File: config.mk
export PLATFORM = sky130hd
export DESIGN_NAME = sunv_top
export DESIGN_NICKNAME = d
export VERILOG_FILES = /design/src/rtl/sunv_pkg.sv /design/src/rtl/sunv_commit.sv /design/src/rtl/sunv_segment.sv /design/src/rtl/sunv_top.sv
export VERILOG_INCLUDE_DIRS = /design/src /design/src/rtl
export SDC_FILE = /design/constraint.sdc
export NUM_CORES = 2
export LEC_CHECK = 0
export BUFFER_PORTS_ARGS = -buffer_cell sky130_fd_sc_hd__buf_2
export CORE_UTILIZATION = 45
export CTS_BUF_LIST = sky130_fd_sc_hd__clkbuf_8 sky130_fd_sc_hd__clkbuf_16
export CTS_CLUSTER_DIAMETER = 80
export CTS_CLUSTER_SIZE = 28
export DETAILED_ROUTE_END_ITERATION = 8
export PLACE_DENSITY_LB_ADDON = 0.3
export SLEW_MARGIN = 15
export SYNTH_ARGS = -nofsm -noshare
export SYNTH_HDL_FRONTEND = slang
export SYNTH_SLANG_ARGS = --single-unit
File: constraint.sdc
create_clock -name core_clk -period 6.3 [get_ports core_clk]
set_clock_uncertainty 0.05 [all_clocks]
set_input_delay 1.26 -clock core_clk [delete_from_list [all_inputs] [get_ports core_clk]]
set_output_delay 1.26 -clock core_clk [all_outputs]
set_load 0.05 [all_outputs]
File: src/rtl/sunv_defs.svh
// Constants for the sync, commit and nonvolatile loader block
// Behaviour
// - Anti-runt circuit enabled while control bit 3 is 0, disabled at 1.
// - Control bit 2 at 1 powers down the sync circuit.
// - Control bit 1 at 1 powers down the distribution reference.
// - Soft sync high holds channels static; its falling edge fires sync.
// - Writing 1 to commit bit copies buffers on next serial clock rise.
// - Commit bit clears itself once the copy is triggered.
// - Command list sits at 0xA00 to 0xAFF: start addresses and counts.
// - Command byte with bit 7 at 0 is a data-transfer entry.
// - Low seven bits of a transfer command give length minus one.
// - Two bytes after a transfer command hold start address, high first.
// - Command byte with bit 7 at 1 is one of two operation codes.
// - Commit operation code acts like the host writing 1 to commit bit.
// - End operation code stops the walk and ends the save or restore.
// - List resets to a default that moves all registers then commits.
// - Read-only busy flag is 1 while a transfer runs, else 0.
// - Save-start bit starts a save and clears itself when it finishes.
`ifndef SUNV_DEFS_SVH
`define SUNV_DEFS_SVH

// ----------------------------------------
// Register offsets
// ----------------------------------------
`define SUNV_ADDR_CTRL      12'h230
`define SUNV_ADDR_COMMIT    12'h232
`define SUNV_ADDR_SEG_LO    12'hA00
`define SUNV_ADDR_SEG_HI    12'hAFF
`define SUNV_ADDR_BUSY      12'hB00
`define SUNV_ADDR_LOAD      12'hB02
`define SUNV_ADDR_SAVE      12'hB03

// ----------------------------------------
// Field positions and reset values
// ----------------------------------------
`define SUNV_CTRL_RUNT_BIT  3
`define SUNV_CTRL_SPD_BIT   2
`define SUNV_CTRL_DPD_BIT   1
`define SUNV_CTRL_SOFT_BIT  0
`define SUNV_CTRL_WIDTH     4
`define SUNV_CTRL_RESET     4'h0
`define SUNV_LOAD_BIT       1
`define SUNV_CMD_OP_BIT     7

// ----------------------------------------
// Command list defaults and codes
// ----------------------------------------
`define SUNV_OP_COMMIT      8'h80
`define SUNV_OP_END         8'hFF
`define SUNV_DEF_CHUNKS     5
`define SUNV_DEF_LEN        8'h7F
`define SUNV_DEF_STEP       16'h0080
`define SUNV_SEG_DEPTH      256

`endif

File: src/rtl/sunv_pkg.sv
// Types shared by the loader block
package sunv_pkg;

    // Loader walk states, Gray in listed order; STEP to MOVE and FETCH to DONE flip two bits
    typedef enum logic [2:0] {
        SUNV_IDLE  = 3'b000,
        SUNV_FETCH = 3'b001,
        SUNV_ADRH  = 3'b011,
        SUNV_ADRL  = 3'b010,
        SUNV_MOVE  = 3'b110,
        SUNV_WAIT  = 3'b111,
        SUNV_STEP  = 3'b101,
        SUNV_DONE  = 3'b100
    } sunv_state_e;

    typedef logic [7:0] sunv_byte_t;

endpackage

File: src/rtl/sunv_commit.sv
// Commit request held until the next serial clock rise
`timescale 1ns/1ps
`default_nettype none
`include "sunv_defs.svh"

module sunv_commit (
    input  wire logic core_clk,
    input  wire logic reset,
    input  wire logic host_set,
    input  wire logic op_set,
    input  wire logic sclk_rise,
    output logic      pending,
    output logic      fire
);

    logic pend_q;
    logic pend_d;

    // New request wins over the self-clear
    assign fire   = pend_q & sclk_rise;
    assign pend_d = host_set | op_set | (pend_q & ~fire);

    always_ff @(posedge core_clk) begin
        if (reset)
            pend_q <= 1'b0;
        else
            pend_q <= pend_d;
    end

    assign pending = pend_q;

endmodule
`default_nettype wire

File: src/rtl/sunv_segment.sv
// Command list storage with default contents
`timescale 1ns/1ps
`default_nettype none
`include "sunv_defs.svh"

module sunv_segment
    import sunv_pkg::*;
#(
    parameter sunv_byte_t OP_COMMIT = `SUNV_OP_COMMIT,
    parameter sunv_byte_t OP_END    = `SUNV_OP_END
) (
    input  wire logic       core_clk,
    input  wire logic       reset,
    input  wire logic       wr_en,
    input  wire logic [7:0] wr_idx,
    input  wire sunv_byte_t wr_data,
    input  wire logic [7:0] host_idx,
    output sunv_byte_t      host_data,
    input  wire logic [7:0] walk_idx,
    output sunv_byte_t      walk_data
);

    sunv_byte_t mem_q [`SUNV_SEG_DEPTH];

    // Default list: full chunks, then commit, then end codes
    function automatic sunv_byte_t def_byte(input int idx);
        logic [15:0] base;
        base = 16'((idx / 3) * `SUNV_DEF_STEP);
        if (idx < 3 * `SUNV_DEF_CHUNKS) begin
            if (idx % 3 == 0)
                return `SUNV_DEF_LEN;
            else if (idx % 3 == 1)
                return base[15:8];
            else
                return base[7:0];
        end else if (idx == 3 * `SUNV_DEF_CHUNKS)
            return OP_COMMIT;
        else
            return OP_END;
    endfunction

    // One flop byte per entry
    for (genvar i = 0; i < `SUNV_SEG_DEPTH; i++) begin : g_ent
        always_ff @(posedge core_clk) begin
            if (reset)
                mem_q[i] <= def_byte(i);
            else if (wr_en && wr_idx == 8'(i))
                mem_q[i] <= wr_data;
        end
    end

    assign host_data = mem_q[host_idx];
    assign walk_data = mem_q[walk_idx];

endmodule
`default_nettype wire

File: src/rtl/sunv_top.sv
// Sync control, commit strobe and command-list loader top
`timescale 1ns/1ps
`default_nettype none
`include "sunv_defs.svh"

module sunv_top
    import sunv_pkg::*;
#(
    parameter sunv_byte_t OP_COMMIT = `SUNV_OP_COMMIT,
    parameter sunv_byte_t OP_END    = `SUNV_OP_END
) (
    input  wire logic        core_clk,
    input  wire logic        reset,
    input  wire logic        sclk_rise,
    input  wire logic [11:0] reg_addr,
    input  wire logic        reg_wr,
    input  wire logic        reg_rd,
    input  wire logic [7:0]  reg_wdata,
    output logic      [7:0]  reg_rdata,
    output logic             anti_runt_en,
    output logic             sync_pd,
    output logic             dist_ref_pd,
    output logic             sync_hold,
    output logic             sync_trigger,
    output logic             commit_pulse,
    output logic             xfer_busy,
    output logic      [15:0] rs_addr,
    output logic             rs_wr,
    output logic      [7:0]  rs_wdata,
    input  wire logic [7:0]  rs_rdata,
    output logic             nvm_req,
    output logic             nvm_we,
    output logic      [11:0] nvm_addr,
    output logic      [7:0]  nvm_wdata,
    input  wire logic [7:0]  nvm_rdata,
    input  wire logic        nvm_ack
);

    // ----------------------------------------
    // Declarations
    // ----------------------------------------
    logic [`SUNV_CTRL_WIDTH-1:0] ctrl_buf_q;
    logic [`SUNV_CTRL_WIDTH-1:0] ctrl_act_q;
    logic [7:0]  rdata_q;
    logic        runt_en_q;
    logic        spd_q;
    logic        dpd_q;
    logic        hold_q;
    logic        trig_q;
    logic        cpulse_q;
    logic        busy_q;
    logic        save_q;
    logic        load_q;
    logic        dir_save_q;
    sunv_state_e state_q;
    sunv_state_e state_d;
    logic [7:0]  ptr_q;
    logic [6:0]  cnt_q;
    logic [7:0]  adrh_q;
    logic [15:0] rs_addr_q;
    logic        rs_wr_q;
    logic [7:0]  rs_wdata_q;
    logic        nvm_req_q;
    logic        nvm_we_q;
    logic [11:0] nvm_addr_q;
    logic [7:0]  nvm_wdata_q;

    // ----------------------------------------
    // Address decode
    // ----------------------------------------
    logic       hit_ctrl;
    logic       hit_commit;
    logic       hit_seg;
    logic       hit_busy;
    logic       hit_load;
    logic       hit_save;
    logic       wr_ctrl;
    logic       wr_commit;
    logic       wr_seg;
    logic       wr_load;
    logic       wr_save;
    logic [7:0] seg_host;
    logic [7:0] seg_walk;
    logic [7:0] rd_mux;
    logic       commit_pend;
    logic       commit_fire;
    logic       op_commit;
    logic       walk_done;

    // Register selects
    assign hit_ctrl   = (reg_addr == `SUNV_ADDR_CTRL);
    assign hit_commit = (reg_addr == `SUNV_ADDR_COMMIT);
    assign hit_seg    = (reg_addr >= `SUNV_ADDR_SEG_LO) &&
                        (reg_addr <= `SUNV_ADDR_SEG_HI);
    assign hit_busy   = (reg_addr == `SUNV_ADDR_BUSY);
    assign hit_load   = (reg_addr == `SUNV_ADDR_LOAD);
    assign hit_save   = (reg_addr == `SUNV_ADDR_SAVE);

    // Write strobes
    assign wr_ctrl   = reg_wr & hit_ctrl;
    assign wr_commit = reg_wr & hit_commit & reg_wdata[0];
    assign wr_seg    = reg_wr & hit_seg;
    assign wr_load   = reg_wr & hit_load & reg_wdata[`SUNV_LOAD_BIT];
    assign wr_save   = reg_wr & hit_save & reg_wdata[0];

    // Read selection, unmapped and unused bits read zero
    always_comb begin
        if (hit_ctrl)
            rd_mux = {4'h0, ctrl_buf_q};
        else if (hit_commit)
            rd_mux = {7'h00, commit_pend};
        else if (hit_seg)
            rd_mux = seg_host;
        else if (hit_busy)
            rd_mux = {7'h00, busy_q};
        else if (hit_load)
            rd_mux = {6'h00, load_q, 1'b0};
        else if (hit_save)
            rd_mux = {7'h00, save_q};
        else
            rd_mux = 8'h00;
    end

    // ----------------------------------------
    // Command list and commit timing
    // ----------------------------------------
    sunv_segment #(.OP_COMMIT(OP_COMMIT), .OP_END(OP_END)) u_seg (
        .core_clk  (core_clk),
        .reset     (reset),
        .wr_en     (wr_seg),
        .wr_idx    (reg_addr[7:0]),
        .wr_data   (reg_wdata),
        .host_idx  (reg_addr[7:0]),
        .host_data (seg_host),
        .walk_idx  (ptr_q),
        .walk_data (seg_walk)
    );

    sunv_commit u_commit (
        .core_clk  (core_clk),
        .reset     (reset),
        .host_set  (wr_commit),
        .op_set    (op_commit),
        .sclk_rise (sclk_rise),
        .pending   (commit_pend),
        .fire      (commit_fire)
    );

    // ----------------------------------------
    // Host registers
    // ----------------------------------------
    // Host writes touch the buffer copy only
    always_ff @(posedge core_clk) begin
        if (reset) begin
            ctrl_buf_q <= `SUNV_CTRL_RESET;
            ctrl_act_q <= `SUNV_CTRL_RESET;
        end else begin
            if (wr_ctrl)
                ctrl_buf_q <= reg_wdata[`SUNV_CTRL_WIDTH-1:0];
            if (commit_fire)
                ctrl_act_q <= ctrl_buf_q;
        end
    end

    // Read data, one cycle after the read strobe
    always_ff @(posedge core_clk) begin
        if (reset)
            rdata_q <= 8'h00;
        else if (reg_rd)
            rdata_q <= rd_mux;
    end

    // Start bits: a new start wins over the finish clear
    always_ff @(posedge core_clk) begin
        if (reset) begin
            save_q <= 1'b0;
            load_q <= 1'b0;
        end else begin
            save_q <= wr_save | save_q & ~(walk_done & dir_save_q);
            load_q <= wr_load | (load_q & ~(walk_done & ~dir_save_q));
        end
    end

    // ----------------------------------------
    // Sync and power outputs from active copy, commit pulse from commit_fire
    // ----------------------------------------
    always_ff @(posedge core_clk) begin
        if (reset) begin
            runt_en_q <= 1'b1;
            spd_q     <= 1'b0;
            dpd_q     <= 1'b0;
            hold_q    <= 1'b0;
            trig_q    <= 1'b0;
            cpulse_q  <= 1'b0;
        end else begin
            runt_en_q <= ~ctrl_act_q[`SUNV_CTRL_RUNT_BIT];
            spd_q     <= ctrl_act_q[`SUNV_CTRL_SPD_BIT];
            dpd_q     <= ctrl_act_q[`SUNV_CTRL_DPD_BIT];
            hold_q    <= ctrl_act_q[`SUNV_CTRL_SOFT_BIT];
            trig_q    <= hold_q & ~ctrl_act_q[`SUNV_CTRL_SOFT_BIT];
            cpulse_q  <= commit_fire;
        end
    end

    // ----------------------------------------
    // Loader walk
    // ----------------------------------------
    logic cmd_is_op;
    logic cmd_is_end;
    logic last_byte;

    assign cmd_is_op  = seg_walk[`SUNV_CMD_OP_BIT];
    assign cmd_is_end = cmd_is_op && (seg_walk == OP_END);
    assign op_commit  = (state_q == SUNV_FETCH) && cmd_is_op &&
                        (seg_walk == OP_COMMIT);
    assign last_byte  = (ptr_q == 8'hFF);
    assign walk_done  = (state_q == SUNV_DONE);

    // Next state
    always_comb begin
        state_d = state_q;
        case (state_q)
            SUNV_IDLE: begin
                if (save_q || load_q)
                    state_d = SUNV_FETCH;
            end
            SUNV_FETCH: begin
                if (cmd_is_end || last_byte)
                    state_d = SUNV_DONE;
                else if (!cmd_is_op)
                    state_d = SUNV_ADRH;
            end
            SUNV_ADRH: state_d = SUNV_ADRL;
            SUNV_ADRL: state_d = SUNV_MOVE;
            SUNV_MOVE: state_d = SUNV_WAIT;
            SUNV_WAIT: begin
                if (nvm_ack)
                    state_d = SUNV_STEP;
            end
            SUNV_STEP: begin
                if (cnt_q == 7'h00)
                    state_d = SUNV_FETCH;
                else
                    state_d = SUNV_MOVE;
            end
            SUNV_DONE: state_d = SUNV_IDLE;
            default:   state_d = SUNV_IDLE;
        endcase
    end

    always_ff @(posedge core_clk) begin
        if (reset)
            state_q <= SUNV_IDLE;
        else
            state_q <= state_d;
    end

    // List pointer, count and address capture
    always_ff @(posedge core_clk) begin
        if (reset) begin
            ptr_q      <= 8'h00;
            cnt_q      <= 7'h00;
            adrh_q     <= 8'h00;
            rs_addr_q  <= 16'h0000;
            dir_save_q <= 1'b0;
        end else begin
            case (state_q)
                SUNV_IDLE: begin
                    ptr_q      <= 8'h00;
                    dir_save_q <= save_q;
                end
                SUNV_FETCH: begin
                    ptr_q <= ptr_q + 8'h01;
                    cnt_q <= seg_walk[6:0];
                end
                SUNV_ADRH: begin
                    ptr_q  <= ptr_q + 8'h01;
                    adrh_q <= seg_walk;
                end
                SUNV_ADRL: begin
                    ptr_q     <= ptr_q + 8'h01;
                    rs_addr_q <= {adrh_q, seg_walk};
                end
                SUNV_STEP: begin
                    if (cnt_q != 7'h00) begin
                        cnt_q     <= cnt_q - 7'h01;
                        rs_addr_q <= rs_addr_q + 16'h0001;
                    end
                end
                default: ;
            endcase
        end
    end

    // Storage and register-space handshakes
    always_ff @(posedge core_clk) begin
        if (reset) begin
            nvm_req_q   <= 1'b0;
            nvm_we_q    <= 1'b0;
            nvm_addr_q  <= 12'h000;
            nvm_wdata_q <= 8'h00;
            rs_wr_q     <= 1'b0;
            rs_wdata_q  <= 8'h00;
            busy_q      <= 1'b0;
        end else begin
            rs_wr_q <= 1'b0;
            case (state_q)
                SUNV_IDLE: begin
                    nvm_addr_q <= 12'h000;
                    busy_q     <= save_q | load_q;
                end
                SUNV_MOVE: begin
                    nvm_req_q   <= 1'b1;
                    nvm_we_q    <= dir_save_q;
                    nvm_wdata_q <= rs_rdata;
                end
                SUNV_WAIT: begin
                    if (nvm_ack) begin
                        nvm_req_q  <= 1'b0;
                        nvm_addr_q <= nvm_addr_q + 12'h001;
                        rs_wr_q    <= ~dir_save_q;
                        rs_wdata_q <= nvm_rdata;
                    end
                end
                SUNV_DONE: busy_q <= 1'b0;
                default: ;
            endcase
        end
    end

    // ----------------------------------------
    // Output assignments
    // ----------------------------------------
    assign reg_rdata    = rdata_q;
    assign anti_runt_en = runt_en_q;
    assign sync_pd      = spd_q;
    assign dist_ref_pd  = dpd_q;
    assign sync_hold    = hold_q;
    assign sync_trigger = trig_q;
    assign commit_pulse = cpulse_q;
    assign xfer_busy    = busy_q;
    assign rs_addr      = rs_addr_q;
    assign rs_wr        = rs_wr_q;
    assign rs_wdata     = rs_wdata_q;
    assign nvm_req      = nvm_req_q;
    assign nvm_we       = nvm_we_q;
    assign nvm_addr     = nvm_addr_q;
    assign nvm_wdata    = nvm_wdata_q;

endmodule
`default_nettype wire

[After elaboration in Yosys (flattened, before gate mapping)]
Memories as Yosys holds them, arrays and structs flattened. A register that Yosys moved wholly into a read port is not among the register bits.
Index checks and enable logic that the tools add are counted.
Storage, ports and cells
  register bits: 100
  latch bits: 0
  bits in writable memories: 2048
  bits in read-only memories: 0
  bits of input ports: 42
  output and inout bits: 62
  memories kept: 1
Operators by class
  add/subtract/negate cells: 4
  multiply operators: 0
  divide/modulo/power cells: 0
  magnitude comparators: 2
  eq/ne operators: 274
  shift operators: 0
  mux-type cells: 1050
  bitwise gates (word level): 284
  reductions and logical operators: 280
Memory list
  u_seg.mem_q: words 256, width 8, rd ports 2, clocked after Yosys merged registers in 1, wr ports 256, line sunv_segment.sv:23  | sunv_byte_t mem_q [`SUNV_SEG_DEPTH];
Operators by type and width (number)
  8-bit 2-to-1 mux: 261
  8-bit == test (second input constant): 131
  1-bit 2-to-1 mux: 772
  8-bit by 7-bit == test with 1-bit output (second input constant): 64
  1-bit bitwise OR: 261
  1-bit logical AND: 260
  8-bit by 6-bit == test with 1-bit output (second input constant): 32
  8-bit by 5-bit == test with 1-bit output (second input constant): 16
  8-bit by 4-bit == test with 1-bit output (second input constant): 8
  12-bit == test (second input constant): 3
  8-bit by 3-bit == test with 1-bit output (second input constant): 4
  16-bit one-hot mux with 2 select lines: 1
  12-bit by 10-bit == test with 1-bit output (second input constant): 2
  12-bit one-hot mux with 2 select lines: 1
  3-bit one-hot mux with 8 select lines: 1
  16-bit by 1-bit adder with 16-bit output (second input constant): 1
  8-bit by 2-bit == test with 1-bit output (second input constant): 2
  16-bit 2-to-1 mux: 1
  8-bit one-hot mux with 2 select lines: 1
  1-bit AND: 15
  3-bit 2-to-1 mux: 5
  7-bit one-hot mux with 2 select lines: 1
  12-bit by 1-bit adder with 12-bit output (second input constant): 1
  3-bit == test (second input constant): 4
  other kinds (23): 46

[Longest topological paths before layout]
  depth in word-level cells: 8
  depth in mapped cells: 15
  gate-level depth less buffers: 9

[Hierarchy]
From an unflattened synthesis, not the netlist that was laid out.
Second synthesis, totals
  cells, all modules: 8545
  area total of the unflattened synthesis: 117022.2 µm²
Modules (own cells, without submodules)
  sunv_segment: times used 1, cells an instance 7969, area each 112380.3 µm², sequential area each 61499.0 µm²
  sunv_top: times used 1, cells an instance 571, area each 4595.7 µm², sequential area each 1981.9 µm²
  sunv_commit: times used 1, cells an instance 5, area each 46.3 µm², sequential area each 20.0 µm²

[Worst setup path after synthesis]
OpenSTA, ideal clock, no wires.
  path type: input to register
  from: input port reg_addr[0]
  to: memory u_seg.mem_q[111][0] (netlist bit) (enable)
  arrival time: 3726 ps
  required time: 5875 ps
  slack: 2149 ps
  stages: 11
  buffers on the path: 9
  path through: buf_2 > buf_4 > buf_4 > buf_4 > buf_4 > buf_2 > nand3_1 > clkbuf_1 > clkbuf_1 > buf_1 > o21bai_1
RTL lines
  start: declaration: line sunv_top.sv:15  | input wire logic [11:0] reg_addr,
  end: declaration: line sunv_segment.sv:23

==> summary.txt <==
result of the run = finished clean
number of failing setup endpoints in the final timing report = 0
critical path data required time = 7020 ps
per-instance average area after synthesis = 14.4 µm²
initial cell density of the core = 45.4%
CTS Hold Bufs = 0
Synth area leader = sky130_fd_sc_hd__edfxtp_1
commonest non-fill, non-tap cells in the layout = sky130_fd_sc_hd__edfxtp_1 (2048), sky130_fd_sc_hd__nand2_1 (1447), sky130_fd_sc_hd__mux4_2 (1106), sky130_fd_sc_hd__or3_1 (358), sky130_fd_sc_hd__or2_2 (338)
worst-case vdd ir drop = 0.239 mV
Hold Worst Slack = 370 ps
most common library cell in the layout ignoring fill and taps = sky130_fd_sc_hd__edfxtp_1
cts repair resizes = 0
total DRC errors in the routed layout = 0
final slew viol count = 0
final weighted congestion of routability-driven global placement = 0.978
flop and latch count out of synthesis = 2156
Final #Nets = 7727
unrepaired setup endpoints after global routing = false
list of cells traversed by the critical path = buf_4 > buf_4 > mux4_2 > a22oi_1 > a21oi_1 > nor4_2 > nor4_2 > and2_1 > o21ai_0 > a21oi_1
die span in y = 504 µm
Clock transition at path regs = 120 ps
buffer count from post-CTS setup fixing = 0
layout cells sized above 1 = 28.5%
drt wl/cell = 38.6 µm
Tightest Pin Transition = 1360 ps
pin count of the biggest net entering global routing = 97
number of antenna-violating nets in the routed design = 0
final critical-path required period = 5260 ps
largest incremental delay on the critical path = 1190 ps
clock latency on the worst-skew pair = 890 ps
Top FF cell, synth = sky130_fd_sc_hd__edfxtp_1
via-per-instance ratio = 7.13
sum of routed wire length over all layers = 430000 µm
placed wire-length estimate after detailed placement = 285000 µm
main area contributors after synthesis = sky130_fd_sc_hd__edfxtp_1 (54%), sky130_fd_sc_hd__mux4_2 (22%), sky130_fd_sc_hd__nand2_1 (4.8%)
Warnings, synthesis = 0
Max FO, Critical Path = 35
worst-case clock buffer depth = 3
Synth async-reset ratio = 0%
slowest library cell on the worst path = sky130_fd_sc_hd__nor4_2
top-level I/O count = 104
global router's overall resource usage = 33.6%
std cell rows = 183
wire length of the first global-routing pass = 593000 µm
vias in the first global route = 75400
Hold WC Path Type = reg2reg
Horiz. Die Dim = 504 µm
First-pass DRT Iterations = 8
number of clock sinks = 2156
number of distinct standard cells referenced by the synthesized netlist = 80
Syn Std Cell Area = 113000 µm²
CP Launch Type = register
class of the most critical setup path = reg2reg
fraction of the yosys area taken by sequential cells = 56.2%
library cell used as clock root buffer = sky130_fd_sc_hd__clkbuf_16
setup TNS = 0 ps
max cap viols = 0
detailed-route via count = 79400
CTS tree = yes
final count of hold timing violations = 0
fmax = 190 MHz
GR Overflow Total = 0
DRC marker count from the first detailed-route iteration = 15100
arrival time worst endpoint = 5980 ps
number of antenna violations at the first check in global routing = 25
Power Density = 237 nW/µm²
normalized max-slew margin = 9.18%
static leakage = 0.0375 µW
Syn Nets = 7926
number of flops mapped to enable cells by yosys = 2048
CTS H-tree depth = 3
Inserted Clock Buffers = 115
Std-Cell Core Area = 249000 µm²
post-route clock period utilization = 83.4%
share of Yosys cell area claimed by the top area cell type = 54.3%
kind of capture point of the worst setup path = register
post-synthesis to final-layout area growth = 7.95%
PortBufs = 103
Syn Inst Count = 7880
full die area = 254000 µm²
metrics by stage:
| step | setup WS [ps] | total power [µW] | util (%) | instances | area [µm²] |
|---|---|---|---|---|---|
| 2_1_floorplan | 2150 | 18500 | - | 7880 | 113000 |
| 3_3_place_gp | 707 | 19600 | 47.3 | 10900 | 118000 |
| 3_5_place_dp | 710 | 19700 | 47.3 | 10900 | 118000 |
| 4_1_cts | 1370 | 28800 | 49.0 | 11100 | 122000 |
| 5_1_grt | 983 | 29400 | 49.0 | 11100 | 122000 |
| 6_report | 1040 | 28900 | 49.0 | 11100 | 122000 |
critical path: cells and delay by family, from the launching register on:
family	cells	cell delay [ps]
AOI/OAI and AO/OA	4	870
buffers and inverters	2	850
DFF	1	1000
muxes	1	540
and+or+nand+nor	3	1760
registers in the layout, indices dropped and copies added, names as in the netlist, 3 cells and up, named ones only:
| name | cells |
|---|---|
| cnt_q | 7 |
| u_seg.mem_q | 2048 |
| ctrl_buf_q | 4 |
| reg_rdata | 8 |
| state_q | 3 |
| rs_addr | 16 |
| adrh_q | 8 |
| nvm_wdata | 8 |
| rs_wdata | 8 |
| ctrl_act_q | 4 |
| ptr_q | 8 |
| nvm_addr | 12 |
power by group:
group | switching, µW | internal, µW | leakage, µW
combinational | 1670 | 1130 | 0.0140
clock | 5550 | 3870 | 0.00203
sequential | 404 | 16300 | 0.0215
total | 7620 | 21300 | 0.0375
final cells by class:
type | count | area (µm²)
diodes | 16 | 40.0
clock buffers | 115 | 2880
clock inverters | 101 | 1260
fillers | 20900 | 127000
inverters | 8 | 40.0
multi-input cells | 4925 | 46000
flip-flops and latches | 2156 | 63700
well taps | 3330 | 4170
repair buffers | 475 | 4150
metal layers:
metal	routed length, µm	GRT usage, %	up-vias
met5	177	0	-
met3	71600	12.9	1295
met2	185000	48.8	7485
met4	28100	18.3	28
li1	-	-	30300
met1	144000	43.3	40300
synth_stat cells, types with 108 or more instances:
library cell               number
sky130_fd_sc_hd__nand2_1     1447
sky130_fd_sc_hd__or2_2        338
sky130_fd_sc_hd__buf_2        144
sky130_fd_sc_hd__edfxtp_1    2048
sky130_fd_sc_hd__a22oi_1      164
sky130_fd_sc_hd__a21oi_1      140
sky130_fd_sc_hd__dfxtp_1      108
sky130_fd_sc_hd__nand3_1      142
sky130_fd_sc_hd__mux2i_1      119
sky130_fd_sc_hd__mux4_2      1106
sky130_fd_sc_hd__clkbuf_1     493
sky130_fd_sc_hd__or3_1        359
sky130_fd_sc_hd__nor2_1       311
sky130_fd_sc_hd__a21o_1       207
path summary, 6_finish.rpt:
path / startpoint / endpoint / slack, ps / depth (start not counted)
setup / recovery: register / cnt_q[2] / 1040 / 10
hold / removal: ctrl_act_q[3] / anti_runt_en / 370 / 1
setup reg to reg: register / cnt_q[2] / 1040 / 10
hold reg to reg: ctrl_act_q[3] / anti_runt_en / 370 / 1
cells by family after synthesis:
| kind of cell | count (synthesis) | synth area share [%] |
|---|---|---|
| flops | 2156 | 56.2 |
| xor+xnor | 12 | 0.0929 |
| compound gates | 796 | 4.92 |
| simple gates | 2855 | 11.8 |
| fa+ha+maj | 4 | 0.0442 |
| buf+inv | 799 | 3.39 |
| mux | 1258 | 23.5 |
No activity file was read; power rests on OpenSTA's default activity.
